$ cat config.mk
export PLATFORM = sky130hd
export DESIGN_NAME = ooc_onoff_ctrl
export DESIGN_NICKNAME = d
export VERILOG_FILES = /design/src/include/ooc_pkg.sv /design/src/rtl/ooc_onoff_ctrl.sv /design/src/rtl/ooc_seq_timer.sv
export SDC_FILE = /design/constraint.sdc
export NUM_CORES = 1
export LEC_CHECK = 0
export BUFFER_PORTS_ARGS = -buffer_cell sky130_fd_sc_hd__buf_2
export CAP_MARGIN = 5
export CORE_ASPECT_RATIO = 1.4
export CORE_MARGIN = 5
export CORE_UTILIZATION = 59
export CTS_BUF_LIST = sky130_fd_sc_hd__clkbuf_2 sky130_fd_sc_hd__clkbuf_4 sky130_fd_sc_hd__clkbuf_8
export DETAILED_ROUTE_END_ITERATION = 16
export GPL_ROUTABILITY_DRIVEN = 0
export PLACE_DENSITY = 0.82
export SLEW_MARGIN = 20
export SYNTH_ARGS = -nofsm -noshare
export SYNTH_HDL_FRONTEND = slang
export SYNTH_SLANG_ARGS = --single-unit
$ cat constraint.sdc
create_clock -name sys_clk_i -period 3.8 [get_ports sys_clk_i]
set_input_delay 0.76 -clock sys_clk_i [delete_from_list [all_inputs] [get_ports sys_clk_i]]
set_output_delay 0.76 -clock sys_clk_i [all_outputs]
set_load 0.02 [all_outputs]
$ cat src/include/ooc_pkg.sv
// Package holding constants and types of the on/off state controller
package ooc_pkg;
  // Register byte addresses
  localparam logic [7:0] OOC_ADDR_CTRL = 8'h00;
  localparam logic [7:0] OOC_ADDR_FORCE = 8'h04;
  localparam logic [7:0] OOC_ADDR_SLOT = 8'h08;
  localparam logic [7:0] OOC_ADDR_UP_DLY = 8'h0C;
  localparam logic [7:0] OOC_ADDR_DN_DLY = 8'h10;
  localparam logic [7:0] OOC_ADDR_STATUS = 8'h14;
  // Control register field positions
  localparam int OOC_CTRL_REQ_LSB = 0;
  localparam int OOC_CTRL_BIAS_BIT = 2;
  localparam int OOC_CTRL_MUX_LSB = 3;
  // Force register field positions
  localparam int OOC_FORCE_ON_LSB = 0;
  localparam int OOC_FORCE_OFF_LSB = 4;
  localparam int OOC_FORCE_SEQ_LSB = 8;
  localparam int OOC_FORCE_SW_LSB = 12;
  // Software request codes
  localparam logic [1:0] OOC_REQ_NONE = 2'h0;
  localparam logic [1:0] OOC_REQ_COLD = 2'h1;
  localparam logic [1:0] OOC_REQ_OFF = 2'h2;
  localparam logic [1:0] OOC_REQ_SHIP = 2'h3;
  // Charger detail code meaning valid and debounced
  localparam logic [1:0] OOC_CHG_VALID = 2'h3;
  localparam logic [3:0] OOC_MUX_IDLE = 4'h0;
  // Reset values
  localparam logic [15:0] OOC_FORCE_RST = 16'h0F00;
  localparam logic [7:0] OOC_SLOT_RST = 8'hE4;
  localparam logic [15:0] OOC_DLY_RST = 16'h1111;
  // Sequencer tick: slot delays count in ticks of this length
  localparam int OOC_CLK_PERIOD_NS = 5;
  localparam int OOC_SEQ_TICK_NS = 1000;
  localparam int OOC_SEQ_TICK_CYCLES = OOC_SEQ_TICK_NS / OOC_CLK_PERIOD_NS;
  localparam int OOC_NUM_RES = 4;
  // Controller states, one-hot
  typedef enum logic [6:0] {
    OOC_ST_REMOVED = 7'h01,
    OOC_ST_SHIP = 7'h02,
    OOC_ST_SHUTDOWN = 7'h04,
    OOC_ST_STANDBY = 7'h08,
    OOC_ST_PWRUP = 7'h10,
    OOC_ST_ON = 7'h20,
    OOC_ST_PWRDN = 7'h40
  } ooc_state_t;
endpackage

$ cat src/rtl/ooc_onoff_ctrl.sv
// On/off state controller with power sequencer and register port
//
// Design decisions made here: the register addresses and the plain strobed port.
`timescale 1ns/10ps
module ooc_onoff_ctrl
  import ooc_pkg::*;
(
  input wire logic sys_clk_i,
  input wire logic nrst_i,
  input wire logic [7:0] addr_i,
  input wire logic [31:0] wdata_i,
  input wire logic wr_i,
  input wire logic rd_i,
  output logic [31:0] rdata_o,
  input wire logic [1:0] charger_input_detail_i,
  input wire logic enable_input_n_i,
  input wire logic supply_ok_i,
  input wire logic overtemp_i,
  input wire logic sys_uv_i,
  input wire logic sys_ov_i,
  input wire logic wdt_expired_i,
  input wire logic manual_reset_flag_i,
  output logic [3:0] rail_en_o,
  output logic [6:0] state_o,
  output logic wake_flag_o
);
  ooc_state_t state;
  ooc_state_t next_state;
  logic [1:0] software_power_request;
  logic main_bias_request;
  logic [3:0] monitor_selector;
  logic [15:0] force_cfg;
  logic [7:0] slot_map;
  logic [15:0] up_dly;
  logic [15:0] dn_dly;
  logic wake_flag;
  logic pu_done;
  logic enable_q;
  logic chg_valid_q;
  logic [3:0] seq_on;
  logic seq_busy;
  logic seq_done;
  logic chg_valid, chg_rise, enable_fall, lockout, kill, kill_cold;
  logic t4, t6, t7a, all_forced_off;
  logic start_up, start_down;

  // Address decode shared by read and write paths
  function automatic logic hit(input logic [7:0] a, input logic [7:0] reg_addr);
    return a == reg_addr;
  endfunction

  ////////////////////////////////////////////////////////////////////////
  // Input conditions
  assign chg_valid = (charger_input_detail_i == OOC_CHG_VALID);
  assign chg_rise = chg_valid && !chg_valid_q;
  assign enable_fall = !enable_input_n_i && enable_q;
  assign lockout = overtemp_i || sys_uv_i || sys_ov_i;
  assign kill = (software_power_request != OOC_REQ_NONE) || wdt_expired_i
    || manual_reset_flag_i;
  assign kill_cold = (software_power_request == OOC_REQ_COLD);
  assign all_forced_off = &force_cfg[OOC_FORCE_OFF_LSB +: OOC_NUM_RES];
  assign t6 = (monitor_selector != OOC_MUX_IDLE) || chg_valid
    || (|force_cfg[OOC_FORCE_ON_LSB +: OOC_NUM_RES]) || wake_flag;
  assign t4 = main_bias_request || t6;
  assign t7a = !pu_done && !all_forced_off && wake_flag
    && (|force_cfg[OOC_FORCE_SEQ_LSB +: OOC_NUM_RES]);

  // Edge memories for enable and charger
  always_ff @(posedge sys_clk_i or negedge nrst_i) begin
    if (!nrst_i) begin
      enable_q <= 1'b1;
      chg_valid_q <= 1'b0;
    end else begin
      enable_q <= enable_input_n_i;
      chg_valid_q <= chg_valid;
    end
  end

  ////////////////////////////////////////////////////////////////////////
  // Next-state logic: supply loss, then lockout, then kill, then wake
  always_comb begin
    next_state = state;
    start_up = 1'b0;
    start_down = 1'b0;
    if (!supply_ok_i) begin
      next_state = OOC_ST_REMOVED;
    end else begin
      case (state)
        OOC_ST_REMOVED: begin
          next_state = OOC_ST_SHUTDOWN;
        end
        OOC_ST_SHIP: begin
          if (chg_rise || enable_fall) begin
            next_state = OOC_ST_SHUTDOWN;
          end
        end
        OOC_ST_SHUTDOWN: begin
          if (lockout) begin
            next_state = OOC_ST_SHUTDOWN;
          end else if (software_power_request == OOC_REQ_SHIP && enable_input_n_i) begin
            next_state = OOC_ST_SHIP;
          end else if (!kill && t4) begin
            next_state = OOC_ST_STANDBY;
          end
        end
        OOC_ST_STANDBY: begin
          if (lockout) begin
            next_state = OOC_ST_SHUTDOWN;
          end else if (!t4 || kill) begin
            next_state = OOC_ST_SHUTDOWN;
          end else if (t6 && t7a) begin
            next_state = OOC_ST_PWRUP;
            start_up = 1'b1;
          end else if (t6) begin
            next_state = OOC_ST_ON;
          end
        end
        OOC_ST_PWRUP: begin
          if (lockout) begin
            next_state = OOC_ST_SHUTDOWN;
          end else if (seq_done) begin
            next_state = OOC_ST_ON;
          end
        end
        OOC_ST_ON: begin
          if (lockout) begin
            next_state = OOC_ST_SHUTDOWN;
          end else if (pu_done && (kill || all_forced_off)) begin
            next_state = OOC_ST_PWRDN;
            start_down = 1'b1;
          end else if (!t6 || kill) begin
            next_state = OOC_ST_STANDBY;
          end
        end
        OOC_ST_PWRDN: begin
          if (lockout) begin
            next_state = OOC_ST_SHUTDOWN;
          end else if (seq_done) begin
            next_state = OOC_ST_STANDBY;
          end
        end
        default: begin
          next_state = OOC_ST_SHUTDOWN;
        end
      endcase
    end
  end

  // State register
  always_ff @(posedge sys_clk_i or negedge nrst_i) begin
    if (!nrst_i) begin
      state <= OOC_ST_REMOVED;
    end else begin
      state <= next_state;
    end
  end

  // Power-up-done memory, cleared when power goes down
  always_ff @(posedge sys_clk_i or negedge nrst_i) begin
    if (!nrst_i) begin
      pu_done <= 1'b0;
    end else if (state == OOC_ST_PWRUP && next_state == OOC_ST_ON) begin
      pu_done <= 1'b1;
    end else if (next_state == OOC_ST_STANDBY || next_state == OOC_ST_SHUTDOWN
                 || next_state == OOC_ST_REMOVED) begin
      pu_done <= 1'b0;
    end
  end

  // Wake flags survive reset-caused shutdown except from on, where a kill clears them; a set beats a clear
  always_ff @(posedge sys_clk_i or negedge nrst_i) begin
    if (!nrst_i) begin
      wake_flag <= 1'b0;
    end else if (enable_fall || chg_rise || kill_cold) begin
      wake_flag <= 1'b1;
    end else if ((kill && state == OOC_ST_ON) || next_state == OOC_ST_SHIP) begin
      wake_flag <= 1'b0;
    end
  end

  ////////////////////////////////////////////////////////////////////////
  // Master sequencing timer
  ooc_seq_timer u_seq (
    .sys_clk_i(sys_clk_i),
    .nrst_i(nrst_i),
    .start_up_i(start_up),
    .start_down_i(start_down),
    .slot_map_i(slot_map),
    .up_dly_i(up_dly),
    .dn_dly_i(dn_dly),
    .seq_on_o(seq_on),
    .busy_o(seq_busy),
    .done_o(seq_done)
  );

  // Rail enables: force-off wins, then force-on, sequencer or software.
  // Sequencer outputs count only inside a run or after a completed power-up, so a run cut by lockout
  // cannot leave rails on when standby is entered later on bias alone.
  always_ff @(posedge sys_clk_i or negedge nrst_i) begin
    if (!nrst_i) begin
      rail_en_o <= 4'h0;
    end else if (state == OOC_ST_SHUTDOWN || state == OOC_ST_SHIP
                 || state == OOC_ST_REMOVED) begin
      rail_en_o <= 4'h0;
    end else begin
      rail_en_o <= ~force_cfg[OOC_FORCE_OFF_LSB +: 4] & (force_cfg[OOC_FORCE_ON_LSB +: 4]
        | (force_cfg[OOC_FORCE_SEQ_LSB +: 4] & seq_on
           & {4{pu_done || state == OOC_ST_PWRUP || state == OOC_ST_PWRDN}})
        | force_cfg[OOC_FORCE_SW_LSB +: 4]);
    end
  end

  // Status outputs
  always_ff @(posedge sys_clk_i or negedge nrst_i) begin
    if (!nrst_i) begin
      state_o <= 7'h01;
      wake_flag_o <= 1'b0;
    end else begin
      state_o <= next_state;
      wake_flag_o <= wake_flag;
    end
  end

  ////////////////////////////////////////////////////////////////////////
  // Control register; request code drops once the device is down
  always_ff @(posedge sys_clk_i or negedge nrst_i) begin
    if (!nrst_i) begin
      software_power_request <= OOC_REQ_NONE;
      main_bias_request <= 1'b0;
      monitor_selector <= OOC_MUX_IDLE;
    end else if (wr_i && hit(addr_i, OOC_ADDR_CTRL)) begin
      software_power_request <= wdata_i[OOC_CTRL_REQ_LSB +: 2];
      main_bias_request <= wdata_i[OOC_CTRL_BIAS_BIT];
      monitor_selector <= wdata_i[OOC_CTRL_MUX_LSB +: 4];
    end else if (state == OOC_ST_SHUTDOWN && software_power_request != OOC_REQ_SHIP
                 || state == OOC_ST_SHIP || state == OOC_ST_REMOVED) begin
      software_power_request <= OOC_REQ_NONE;
    end
  end

  // Resource and slot configuration
  always_ff @(posedge sys_clk_i or negedge nrst_i) begin
    if (!nrst_i) begin
      force_cfg <= OOC_FORCE_RST;
      slot_map <= OOC_SLOT_RST;
      up_dly <= OOC_DLY_RST;
      dn_dly <= OOC_DLY_RST;
    end else if (wr_i) begin
      if (hit(addr_i, OOC_ADDR_FORCE)) begin
        force_cfg <= wdata_i[15:0];
      end
      if (hit(addr_i, OOC_ADDR_SLOT)) begin
        slot_map <= wdata_i[7:0];
      end
      if (hit(addr_i, OOC_ADDR_UP_DLY)) begin
        up_dly <= wdata_i[15:0];
      end
      if (hit(addr_i, OOC_ADDR_DN_DLY)) begin
        dn_dly <= wdata_i[15:0];
      end
    end
  end

  // Read data valid only in the cycle after the strobe
  always_ff @(posedge sys_clk_i or negedge nrst_i) begin
    if (!nrst_i) begin
      rdata_o <= 32'h0000_0000;
    end else if (!rd_i) begin
      rdata_o <= 32'h0000_0000;
    end else if (hit(addr_i, OOC_ADDR_CTRL)) begin
      rdata_o <= {25'h0, monitor_selector, main_bias_request, software_power_request};
    end else if (hit(addr_i, OOC_ADDR_FORCE)) begin
      rdata_o <= {16'h0, force_cfg};
    end else if (hit(addr_i, OOC_ADDR_SLOT)) begin
      rdata_o <= {24'h0, slot_map};
    end else if (hit(addr_i, OOC_ADDR_UP_DLY)) begin
      rdata_o <= {16'h0, up_dly};
    end else if (hit(addr_i, OOC_ADDR_DN_DLY)) begin
      rdata_o <= {16'h0, dn_dly};
    end else if (hit(addr_i, OOC_ADDR_STATUS)) begin
      rdata_o <= {18'h0, seq_busy, rail_en_o, pu_done, wake_flag, state};
    end else begin
      rdata_o <= 32'h0000_0000;
    end
  end
endmodule // ooc_onoff_ctrl

$ cat src/rtl/ooc_seq_timer.sv
// Master sequencing timer producing four ordered slot events
`timescale 1ns/10ps
module ooc_seq_timer
  import ooc_pkg::*;
(
  input wire logic sys_clk_i,
  input wire logic nrst_i,
  input wire logic start_up_i,
  input wire logic start_down_i,
  input wire logic [7:0] slot_map_i,
  input wire logic [15:0] up_dly_i,
  input wire logic [15:0] dn_dly_i,
  output logic [3:0] seq_on_o,
  output logic busy_o,
  output logic done_o
);
  logic dir_up;
  logic [1:0] slot;
  logic [3:0] dly_cnt;
  logic [7:0] tick_cnt;
  logic tick;
  logic slot_fire;

  ////////////////////////////////////////////////////////////////////////
  // Prescaler giving one tick per sequencer time unit
  always_ff @(posedge sys_clk_i or negedge nrst_i) begin
    if (!nrst_i) begin
      tick_cnt <= 8'h00;
    end else if (!busy_o || tick) begin
      tick_cnt <= 8'h00;
    end else begin
      tick_cnt <= tick_cnt + 8'h01;
    end
  end
  assign tick = (tick_cnt == 8'(OOC_SEQ_TICK_CYCLES - 1));
  assign slot_fire = busy_o && tick && (dly_cnt == 4'h0);

  // Slot walk: up runs slots 0..3, down runs 3..0
  always_ff @(posedge sys_clk_i or negedge nrst_i) begin
    if (!nrst_i) begin
      busy_o <= 1'b0;
      dir_up <= 1'b1;
      slot <= 2'h0;
      dly_cnt <= 4'h0;
      done_o <= 1'b0;
    end else begin
      done_o <= 1'b0;
      if (!busy_o && (start_up_i || start_down_i)) begin
        busy_o <= 1'b1;
        dir_up <= start_up_i;
        slot <= start_up_i ? 2'h0 : 2'h3;
        dly_cnt <= start_up_i ? up_dly_i[3:0] : dn_dly_i[15:12];
      end else if (slot_fire) begin
        if ((dir_up && slot == 2'h3) || (!dir_up && slot == 2'h0)) begin
          busy_o <= 1'b0;
          done_o <= 1'b1;
        end else begin
          slot <= dir_up ? slot + 2'h1 : slot - 2'h1;
          dly_cnt <= dir_up ? up_dly_i[4*(slot+2'h1) +: 4] : dn_dly_i[4*(slot-2'h1) +: 4];
        end
      end else if (busy_o && tick) begin
        dly_cnt <= dly_cnt - 4'h1;
      end
    end
  end

  // Each resource follows the event of its slot
  generate
    for (genvar r = 0; r < OOC_NUM_RES; r++) begin : g_res
      always_ff @(posedge sys_clk_i or negedge nrst_i) begin
        if (!nrst_i) begin
          seq_on_o[r] <= 1'b0;
        end else if (slot_fire && slot_map_i[2*r +: 2] == slot) begin
          seq_on_o[r] <= dir_up;
        end
      end
    end
  endgenerate
endmodule // ooc_seq_timer

==> impl_metrics.yaml, run 1 <==
run_status:
  outcome: "finished clean"
setup_path:
  start_kind: "input pin"
  worst_setup_path_end_kind: "flop"
  cp_max_fo: 17
  cp.arrival_ps: 3200
  cp.required_ps: 4120
  crit_type: "in -> reg"
timing:
  grt_setup_unrepaired: "false"
  timing_hold_violations_final: 0
  maxSlewViolCount: 0
  worst_slew_pin_slew_ps: 772.8
  finalSetupViolations: 0
  fin_crit_sh_pct: 75.99
  relSlewSlack_pct: 47.15
  finalSetupTns_ps: 0
  fin_hold_ws_ps: 315.2
  period_minus_slack_ps: 2888
  skew_ps: 14.03
  fmax_ghz: 0.3463
finish:
  drive_gt1_share_pct: 32.91
  regArea_sq_um: 2927
  multi_input_area_sq_um: 2938
  final_nets: 681
  n_antenna_cell: 0
  final_area_sq_um: 6950
  fillers: 773
  areaGrowthSynthToFinish_pct: 13.14
  fin_util_pct: 67.51
cts:
  cts-htree-levels: 4
  cts_setup_buffers: 0
  clkSlewWorstSetupHoldPaths_ps: 70
  cts_hold_buf: 0
  cts_buffer_depth: 2
  cts_sinks: 116
  clock_latency_ps: 440
  cts_tree: "done"
  numCtsBuffers: 17
  cts_resized: 0
  cts_root_buffer: "clkbuf_8"
synth:
  syn_area_per_cell_sq_um: 10.93
  ys_ff_latch: 116
  synth_top_area_share_pct: 39.51
  async_reset_ff_share_pct: 100.0
  synthesis.area_sq_um: 6143
  yosys.area.top_type: "dfrtp_1"
  yosys-top-cells-area: "dfrtp_1 (40%), mux2_2 (12%), dfstp_2 (8.1%)"
  synthCells: 562
  synthTopCellsByCount: "dfrtp_1 (97), mux2_2 (68), nor2_1 (41)"
  synth_cell_types: 65
  synth_flop_cell: "dfrtp_1"
  synth_edf_count: 0
  ys_warn_count: 0
  yosysSeqAreaShare_pct: 47.64
  yosysMostFrequentCell: "dfrtp_1"
worst_hold_path:
  hold_path.class: "in -> async"
floorplanning:
  row_count: 44
  dieWidth_microns: 96.24
  die_area_sq_um: 12580
  io_pins: 97
  core-area_sq_um: 10290
  initial_core_util_pct: 59.67
  die_h_microns: 130.7
global_route:
  gr-usage-all-layers_pct: 27.94
  grt_pass1_vias: 5014
  grt_max_degree: 74
  overflow: 0
  grt_pass1_wl_microns: 26350
  antenna_found_initial: 0
detailed_routing:
  wire_per_inst_microns: 20.85
  first_pass_iters: 7
  drtIter0Drc: 581
  drcViolationCount: 0
  vias_per_cell: 6.367
  ant_nets: 0
  wl_microns: 16120
  vias: 4922
power:
  pwr_density_cell_nw_per_um2: 401.1
  p_leak_uw: 0.003301
  vdd_drop_max_v: 0.0002658
placement:
  dp_hpwl_microns: 11460
  numPortBuffers: 64
  dpl_cell_area_sq_um: 6507
job:
  drv_cap: 0
==> per-stage QoR <==
| step | worst slack, ps | total power (uW) | std cells |
|---|---|---|---|
| floorplan | 994.0 | 1452 | 577 |
| global placement | 630.8 | 1529 | 741 |
| detailed placement | 526.1 | 1539 | 741 |
| CTS | 978.4 | 2793 | 773 |
| global route | 840.1 | 2882 | 773 |
| finish | 912.2 | 2788 | 773 |
==> metal layers <==
layer	up-vias	routed length [microns]	global-route usage (%)	share of wire, %
met1	2391	5959	34.12	37
met3	87	1297	6.987	8.0
met2	303	7941	44.53	49
met4	0	922	16.42	5.7
li1	2141	-	-	-
met5	-	0	0	0
==> power by group <==
part	internal, uW	switching, uW	total (uW)
Sequential	1280	42.9	1320
Combinational	78.8	120	199
Clock	776	491	1270
Total	2130	654	2790
==> final cells by class <==
cell class,instances,share of cell area [%]
Clock buffer,22,4.176
Clock inverter,10,2.196
Inverter,24,1.296
Multi-Input combinational cell,393,42.27
Sequential cell,116,42.11
Tap cell,138,2.484
Timing Repair Buffer,70,5.473
==> registers in the layout, summed over array words and instances (netlist names), 4 cells and up <==
name	flops
rail_en_o	4
u_seq.seq_on_o	4
u_seq.tick_cnt	8
rdata_o	16
state_o	7
dn_dly	16
up_dly	16
force_cfg	16
slot_map	8
u_seq.dly_cnt	4
monitor_selector	4
==> cells in the final DEF (no fill, tap or decap), types with 7 or more instances in the layout <==
cell and n:
o21ai_0 17, clkbuf_8 20, nand3_1 16, a221oi_1 18
mux2_4 8, a21oi_1 17, nand2b_1 9, xor2_1 15
inv_1 24, conb_1 16, mux2_2 68, dfstp_2 19
nor2_1 41, buf_2 63, nor3_1 23, nand2_1 34
xnor2_1 8, and3_1 7, dfrtp_1 97
==> cells by family after synthesis <==
group | share of synthesized area [%]
XOR/XNOR | 3.279
multiplexers | 16.70
buffers and inverters | 5.458
AO/OA/AOI/OAI | 11.53
flip-flops | 47.64
other | 0.06104
adder cells (fa/ha/maj) | 1.222
AND/OR/NAND/NOR | 14.11
==> path summary, 6_finish.rpt <==
path / endpoint / slack, ps / cells past startpoint / start
worst max-delay path: up_dly[10] / 910 / 7 / addr_i[6]
worst min-delay path: chg_valid_q / 320 / 1 / nrst_i
worst max register to register: u_seq.dly_cnt[3] / 1030 / 7 / u_seq.slot[1]
worst min register to register: u_seq.tick_cnt[0] / 460 / 1 / u_seq.tick_cnt[0]
max in group asynchronous: force_cfg[10] / 2660 / 2 / nrst_i
min in group sys_clk_i: enable_q / 440 / 1 / enable_input_n_i
==> critical path, stage by stage <==
cell and delay (ps):
buf_2 90, or4_4 540, nor4b_1 310, buf_4 250, and2_1 410, nand2_2 420, mux2_2 400
(Power assumes the default switching activity.)
==> inputs of run 2 (changes only) <==
--- a/config.mk
+++ b/config.mk
@@ -9,11 +9,11 @@
 export CAP_MARGIN = 5
 export CORE_ASPECT_RATIO = 1.4
 export CORE_MARGIN = 5
-export CORE_UTILIZATION = 59
+export CORE_UTILIZATION = 53
 export CTS_BUF_LIST = sky130_fd_sc_hd__clkbuf_2 sky130_fd_sc_hd__clkbuf_4 sky130_fd_sc_hd__clkbuf_8
 export DETAILED_ROUTE_END_ITERATION = 16
 export GPL_ROUTABILITY_DRIVEN = 0
-export PLACE_DENSITY = 0.82
+export PLACE_DENSITY = 0.77
 export SLEW_MARGIN = 20
 export SYNTH_ARGS = -nofsm -noshare
 export SYNTH_HDL_FRONTEND = slang
==> constraint.sdc (replaced) <==
create_clock -name sys_clk_i -period 2.5 [get_ports sys_clk_i]
set_input_delay 0.5 -clock sys_clk_i [delete_from_list [all_inputs] [get_ports sys_clk_i]]
set_output_delay 0.5 -clock sys_clk_i [all_outputs]
set_load 0.02 [all_outputs]
==> impl_metrics.yaml, run 2 (synthesis gave the netlist of run 1 again) <==
floorplanning:
  io_pins: 97
  core-area_sq_um: 11340
  initial_core_util_pct: 54.18
  die_area_sq_um: 13870
  row_count: 46
  die_h_microns: 137.4
  dieWidth_microns: 101.0
setup_path:
  max_stage_delay_ps: 580
  crit_type: "reg -> reg"
  cp.required_ps: 2830
  start_kind: "flop"
  slowest_stage: "or4b_4"
  cp.arrival_ps: 2710
  cp_max_fo: 10
  worst_setup_path_end_kind: "flop"
  worstPathCellList: "and4_1, or4b_4, nor4b_4, buf_12, o31a_4, and3_1, a21oi_1"
  reg2reg_slack_ps: 120
  reg2reg_depth: 7
global_route:
  grt_pass1_vias: 5336
  grt_max_degree: 103
  overflow: 0
  antenna_found_initial: 0
  gr-usage-all-layers_pct: 25.80
  grt_use_met2_pct: 45.16
  grt_use_met1_pct: 28.59
  grt_pass1_wl_microns: 27360
  grt_use_met3_pct: 6.180
  grt_busiest_layer: "met2"
timing:
  fin_crit_sh_pct: 95.04
  worst_slew_pin_slew_ps: 693.8
  relSlewSlack_pct: 53.32
  period_minus_slack_ps: 2376
  skew_ps: 11.56
  timing_hold_violations_final: 0
  maxSlewViolCount: 0
  worst_slack_ps: 123.9
  grt_setup_unrepaired: "false"
  finalSetupTns_ps: 0
  fmax_ghz: 0.4209
  finalSetupViolations: 0
detailed_routing:
  drtIter0Drc: 505
  vias: 5014
  first_pass_iters: 8
  wire_per_inst_microns: 20.66
  drcViolationCount: 0
  wl_microns: 16880
  vias_per_cell: 6.137
  ant_nets: 0
worst_hold_path:
  min_delay_path_depth: 1
  hold_path.class: "in -> reg"
finish:
  n_antenna_cell: 0
  drive_gt1_share_pct: 36.70
  fillers: 863
  regArea_sq_um: 2927
  final_nets: 719
  areaGrowthSynthToFinish_pct: 19.25
  final_common_cell: "dfrtp_1"
  multi_input_area_sq_um: 2948
  final_cell_mix: "dfrtp_1 (97), mux2_2 (68), buf_2 (63)"
cts:
  cts_root_buffer: "clkbuf_8"
  cts-htree-levels: 4
  cts_sinks: 116
  clkSlewWorstSetupHoldPaths_ps: 70
  cts_buffer_depth: 2
  numCtsBuffers: 17
  cts_setup_buffers: 0
  cts_tree: "done"
  clock_latency_ps: 450
placement:
  place_ws_ps: -37.69
  numPortBuffers: 64
  dp_hpwl_microns: 12180
power:
  vdd_drop_max_v: 0.0004613
  pwr_density_cell_nw_per_um2: 602.0
  p_leak_uw: 0.003514
run_status:
  outcome: "finished clean"
job:
  drv_cap: 0
run 2: report_power, final:
| part | leakage (uW) | internal, uW | switching (uW) | total, uW |
|---|---|---|---|---|
| clock network | 0.000239 | 1240 | 828 | 2070 |
| registers | 0.00152 | 1940 | 60.4 | 2000 |
| logic | 0.00175 | 141 | 196 | 336 |
| total | 0.00351 | 3330 | 1080 | 4410 |
run 2: worst max-delay path, delay by kind of cell, from the launching register on:
kind | cells | cell delay (ps)
AO/OA/AOI/OAI | 2 | 260
buffers and inverters | 1 | 170
flip-flops | 1 | 430
AND/OR/NAND/NOR | 4 | 1420
run 2: layout make-up:
| cell class | count | share of cell area (%) |
|---|---|---|
| clock buffer | 19 | 3.484 |
| inverter | 24 | 1.230 |
| timing repair buffer | 108 | 9.633 |
| multi-input combinational | 393 | 40.24 |
| clock inverter | 13 | 3.006 |
| sequential | 116 | 39.95 |
| tap | 144 | 2.459 |
run 2: repair_timing:
| action | CTS | global route |
|---|---|---|
| gates resized for setup | 1 | 1 |
| endpoints found under the setup margin | 1 | 1 |
| hold endpoints to repair | 14 | 0 |
| pin swaps | 1 | 0 |
| hold buffers | 1 | 0 |
run 2: path summary, 6_finish.rpt:
kind / from / endpoint
worst max-delay path: force_cfg[7] / u_seq.dly_cnt[2]
worst min-delay path: enable_input_n_i / enable_q
worst max register to register: force_cfg[7] / u_seq.dly_cnt[2]
worst min register to register: u_seq.tick_cnt[0] / u_seq.tick_cnt[0]
max in group asynchronous: nrst_i / dn_dly[12]
min in group asynchronous: nrst_i / rdata_o[1]
run 2: through the flow:
stage / instances / area, sq um / hold slack [ps] / total power [uW] / util [%]
final: 817 / 7326 / 175.3 / 4410 / 64.61
after global routing: 817 / 7326 / 159.1 / 4569 / 64.61
after CTS: 817 / 7320 / 161.1 / 4428 / 64.56
after detailed placement: 784 / 6830 / 370.2 / 2366 / 60.24
after global placement: 784 / 6830 / 363.5 / 2351 / 60.24
after floorplan: 577 / 6203 / 204.4 / 2207 / -
run 2: per-layer routing:
metal | up-vias | routed length (microns)
met5 | - | 0
met4 | 0 | 871
met3 | 74 | 1181
met2 | 258 | 8665
met1 | 2468 | 6160
li1 | 2214 | -
==> inputs of run 3 (changes only) <==
--- a/config.mk
+++ b/config.mk
@@ -9,11 +9,11 @@
 export CAP_MARGIN = 5
 export CORE_ASPECT_RATIO = 1.4
 export CORE_MARGIN = 5
-export CORE_UTILIZATION = 53
+export CORE_UTILIZATION = 50
 export CTS_BUF_LIST = sky130_fd_sc_hd__clkbuf_2 sky130_fd_sc_hd__clkbuf_4 sky130_fd_sc_hd__clkbuf_8
 export DETAILED_ROUTE_END_ITERATION = 16
 export GPL_ROUTABILITY_DRIVEN = 0
-export PLACE_DENSITY = 0.77
+export PLACE_DENSITY = 0.71
 export SLEW_MARGIN = 20
 export SYNTH_ARGS = -nofsm -noshare
 export SYNTH_HDL_FRONTEND = slang
==> constraint.sdc (replaced) <==
create_clock -name sys_clk_i -period 3.06 [get_ports sys_clk_i]
set_input_delay 0.612 -clock sys_clk_i [delete_from_list [all_inputs] [get_ports sys_clk_i]]
set_output_delay 0.612 -clock sys_clk_i [all_outputs]
set_load 0.02 [all_outputs]
==> impl_metrics.yaml, run 3 (synthesis gave the netlist of run 1 again) <==
run_status:
  outcome: "finished clean"
detailed_routing:
  first_pass_iters: 5
  vias: 4911
  vias_per_cell: 6.170
  wire_per_inst_microns: 20.62
  drcViolationCount: 0
  ant_nets: 0
  wl_microns: 16410
  drtIter0Drc: 464
global_route:
  grt_pass1_wl_microns: 26250
  grt_pass1_vias: 4904
  antenna_found_initial: 0
  grt_max_degree: 46
  overflow: 0
  gr-usage-all-layers_pct: 22.66
setup_path:
  reg2reg_from: "force_cfg[4]"
  crit_type: "reg -> reg"
  max_stage_delay_ps: 720
  worstPathCellList: "and4_1, or4b_2, nor4b_4, buf_4, nand2_1, nand3_1, a21oi_1"
  path_buf_inv: 1
  start_kind: "flop"
  cp_top_family: "simple AND/OR/NAND/NOR gates"
  cp_max_fo: 7
  cp.required_ps: 3390
  worst_setup_path_end_kind: "flop"
  worstSetupStartpoint: "force_cfg[4]"
  cp.arrival_ps: 2760
  slowest_stage: "or4b_2"
timing:
  timing_hold_violations_final: 0
  finalSetupTns_ps: 0
  worst_slew_pin_slew_ps: 809.1
  relSlewSlack_pct: 44.67
  grt_setup_unrepaired: "false"
  maxSlewViolCount: 0
  period_minus_slack_ps: 2438
  finalSetupViolations: 0
  fin_crit_sh_pct: 79.67
  skew_ps: 8.534
  fmax_ghz: 0.4102
floorplanning:
  dieWidth_microns: 103.7
  die_h_microns: 141.2
  initial_core_util_pct: 50.39
  row_count: 48
  core-area_sq_um: 12190
  io_pins: 97
  die_area_sq_um: 14640
power:
  p_leak_uw: 0.003356
  pwr_density_cell_nw_per_um2: 502.2
  vdd_drop_max_v: 0.0002898
cts:
  clock_latency_ps: 440
  cts_sinks: 116
  cts_hold_buf: 0
  cts_root_buffer: "clkbuf_8"
  cts_setup_buffers: 0
  cts_tree: "done"
  cts-htree-levels: 4
  cts_buffer_depth: 2
  clkSlewWorstSetupHoldPaths_ps: 70
  numCtsBuffers: 17
  cts_resized: 0
finish:
  final_cell_mix: "dfrtp_1 (97), mux2_2 (68), buf_2 (63)"
  drive_gt1_share_pct: 34.06
  final_nets: 692
  final_cells: 796
  final_common_cell: "dfrtp_1"
  fin_util_pct: 57.98
  areaGrowthSynthToFinish_pct: 15.07
  n_antenna_cell: 0
job:
  drv_cap: 0
worst_hold_path:
  hold_path.class: "in -> async"
placement:
  numPortBuffers: 64
  dp_cells: 764
  dp_hpwl_microns: 11930
## run 3: cell type report
cell class,instances,area (sq um)
timing repair buffer,81,462.9
fill,1065,5122
inverter,24,90.09
sequential,116,2927
tap,150,187.7
clock inverter,12,201.4
clock buffer,20,262.8
multi-input combinational,393,2938
## run 3: path summary, 6_finish.rpt
kind	endpoint	slack (ps)	depth (start not counted)
max	u_seq.dly_cnt[2]	620	7
min	rdata_o[7]	170	1
max reg2reg	u_seq.dly_cnt[2]	620	7
min reg2reg	u_seq.tick_cnt[0]	470	1
max in group asynchronous	dn_dly[12]	2040	2
min in group sys_clk_i	enable_q	290	1
## run 3: through the flow
| stage | power [uW] | area [sq um] | hold WS [ps] | setup slack (ps) |
|---|---|---|---|---|
| after global routing | 3660 | 7069 | 208.0 | 464.7 |
| after detailed placement | 1914 | 6605 | 451.4 | 297.3 |
| after global placement | 1905 | 6605 | 436.9 | 347.5 |
| final | 3550 | 7069 | 174.5 | 622.1 |
| after CTS | 3566 | 7069 | 180.6 | 635.5 |
| after floorplan | 1803 | 6200 | 316.4 | 273.9 |
## run 3: layer usage
layer	share of wire (%)	global-route usage (%)	up-vias
li1	-	-	2154
met1	38	26.72	2448
met2	51	38.78	251
met3	7.4	4.672	58
met4	4.2	12.01	0
met5	0	0	-
## run 3: where the power goes
part           internal (uW)  switching [uW]
clock                   1010             648
sequential              1590            54.8
combinational           99.7             146
## run 3: worst register-to-register path, cell delays in order, from the launching register on
cell and delay (ps):
dfrtp_1 440, and4_1 250, or4b_2 720, nor4b_4 400, buf_4 220, nand2_1 110, nand3_1 120, a21oi_1 60
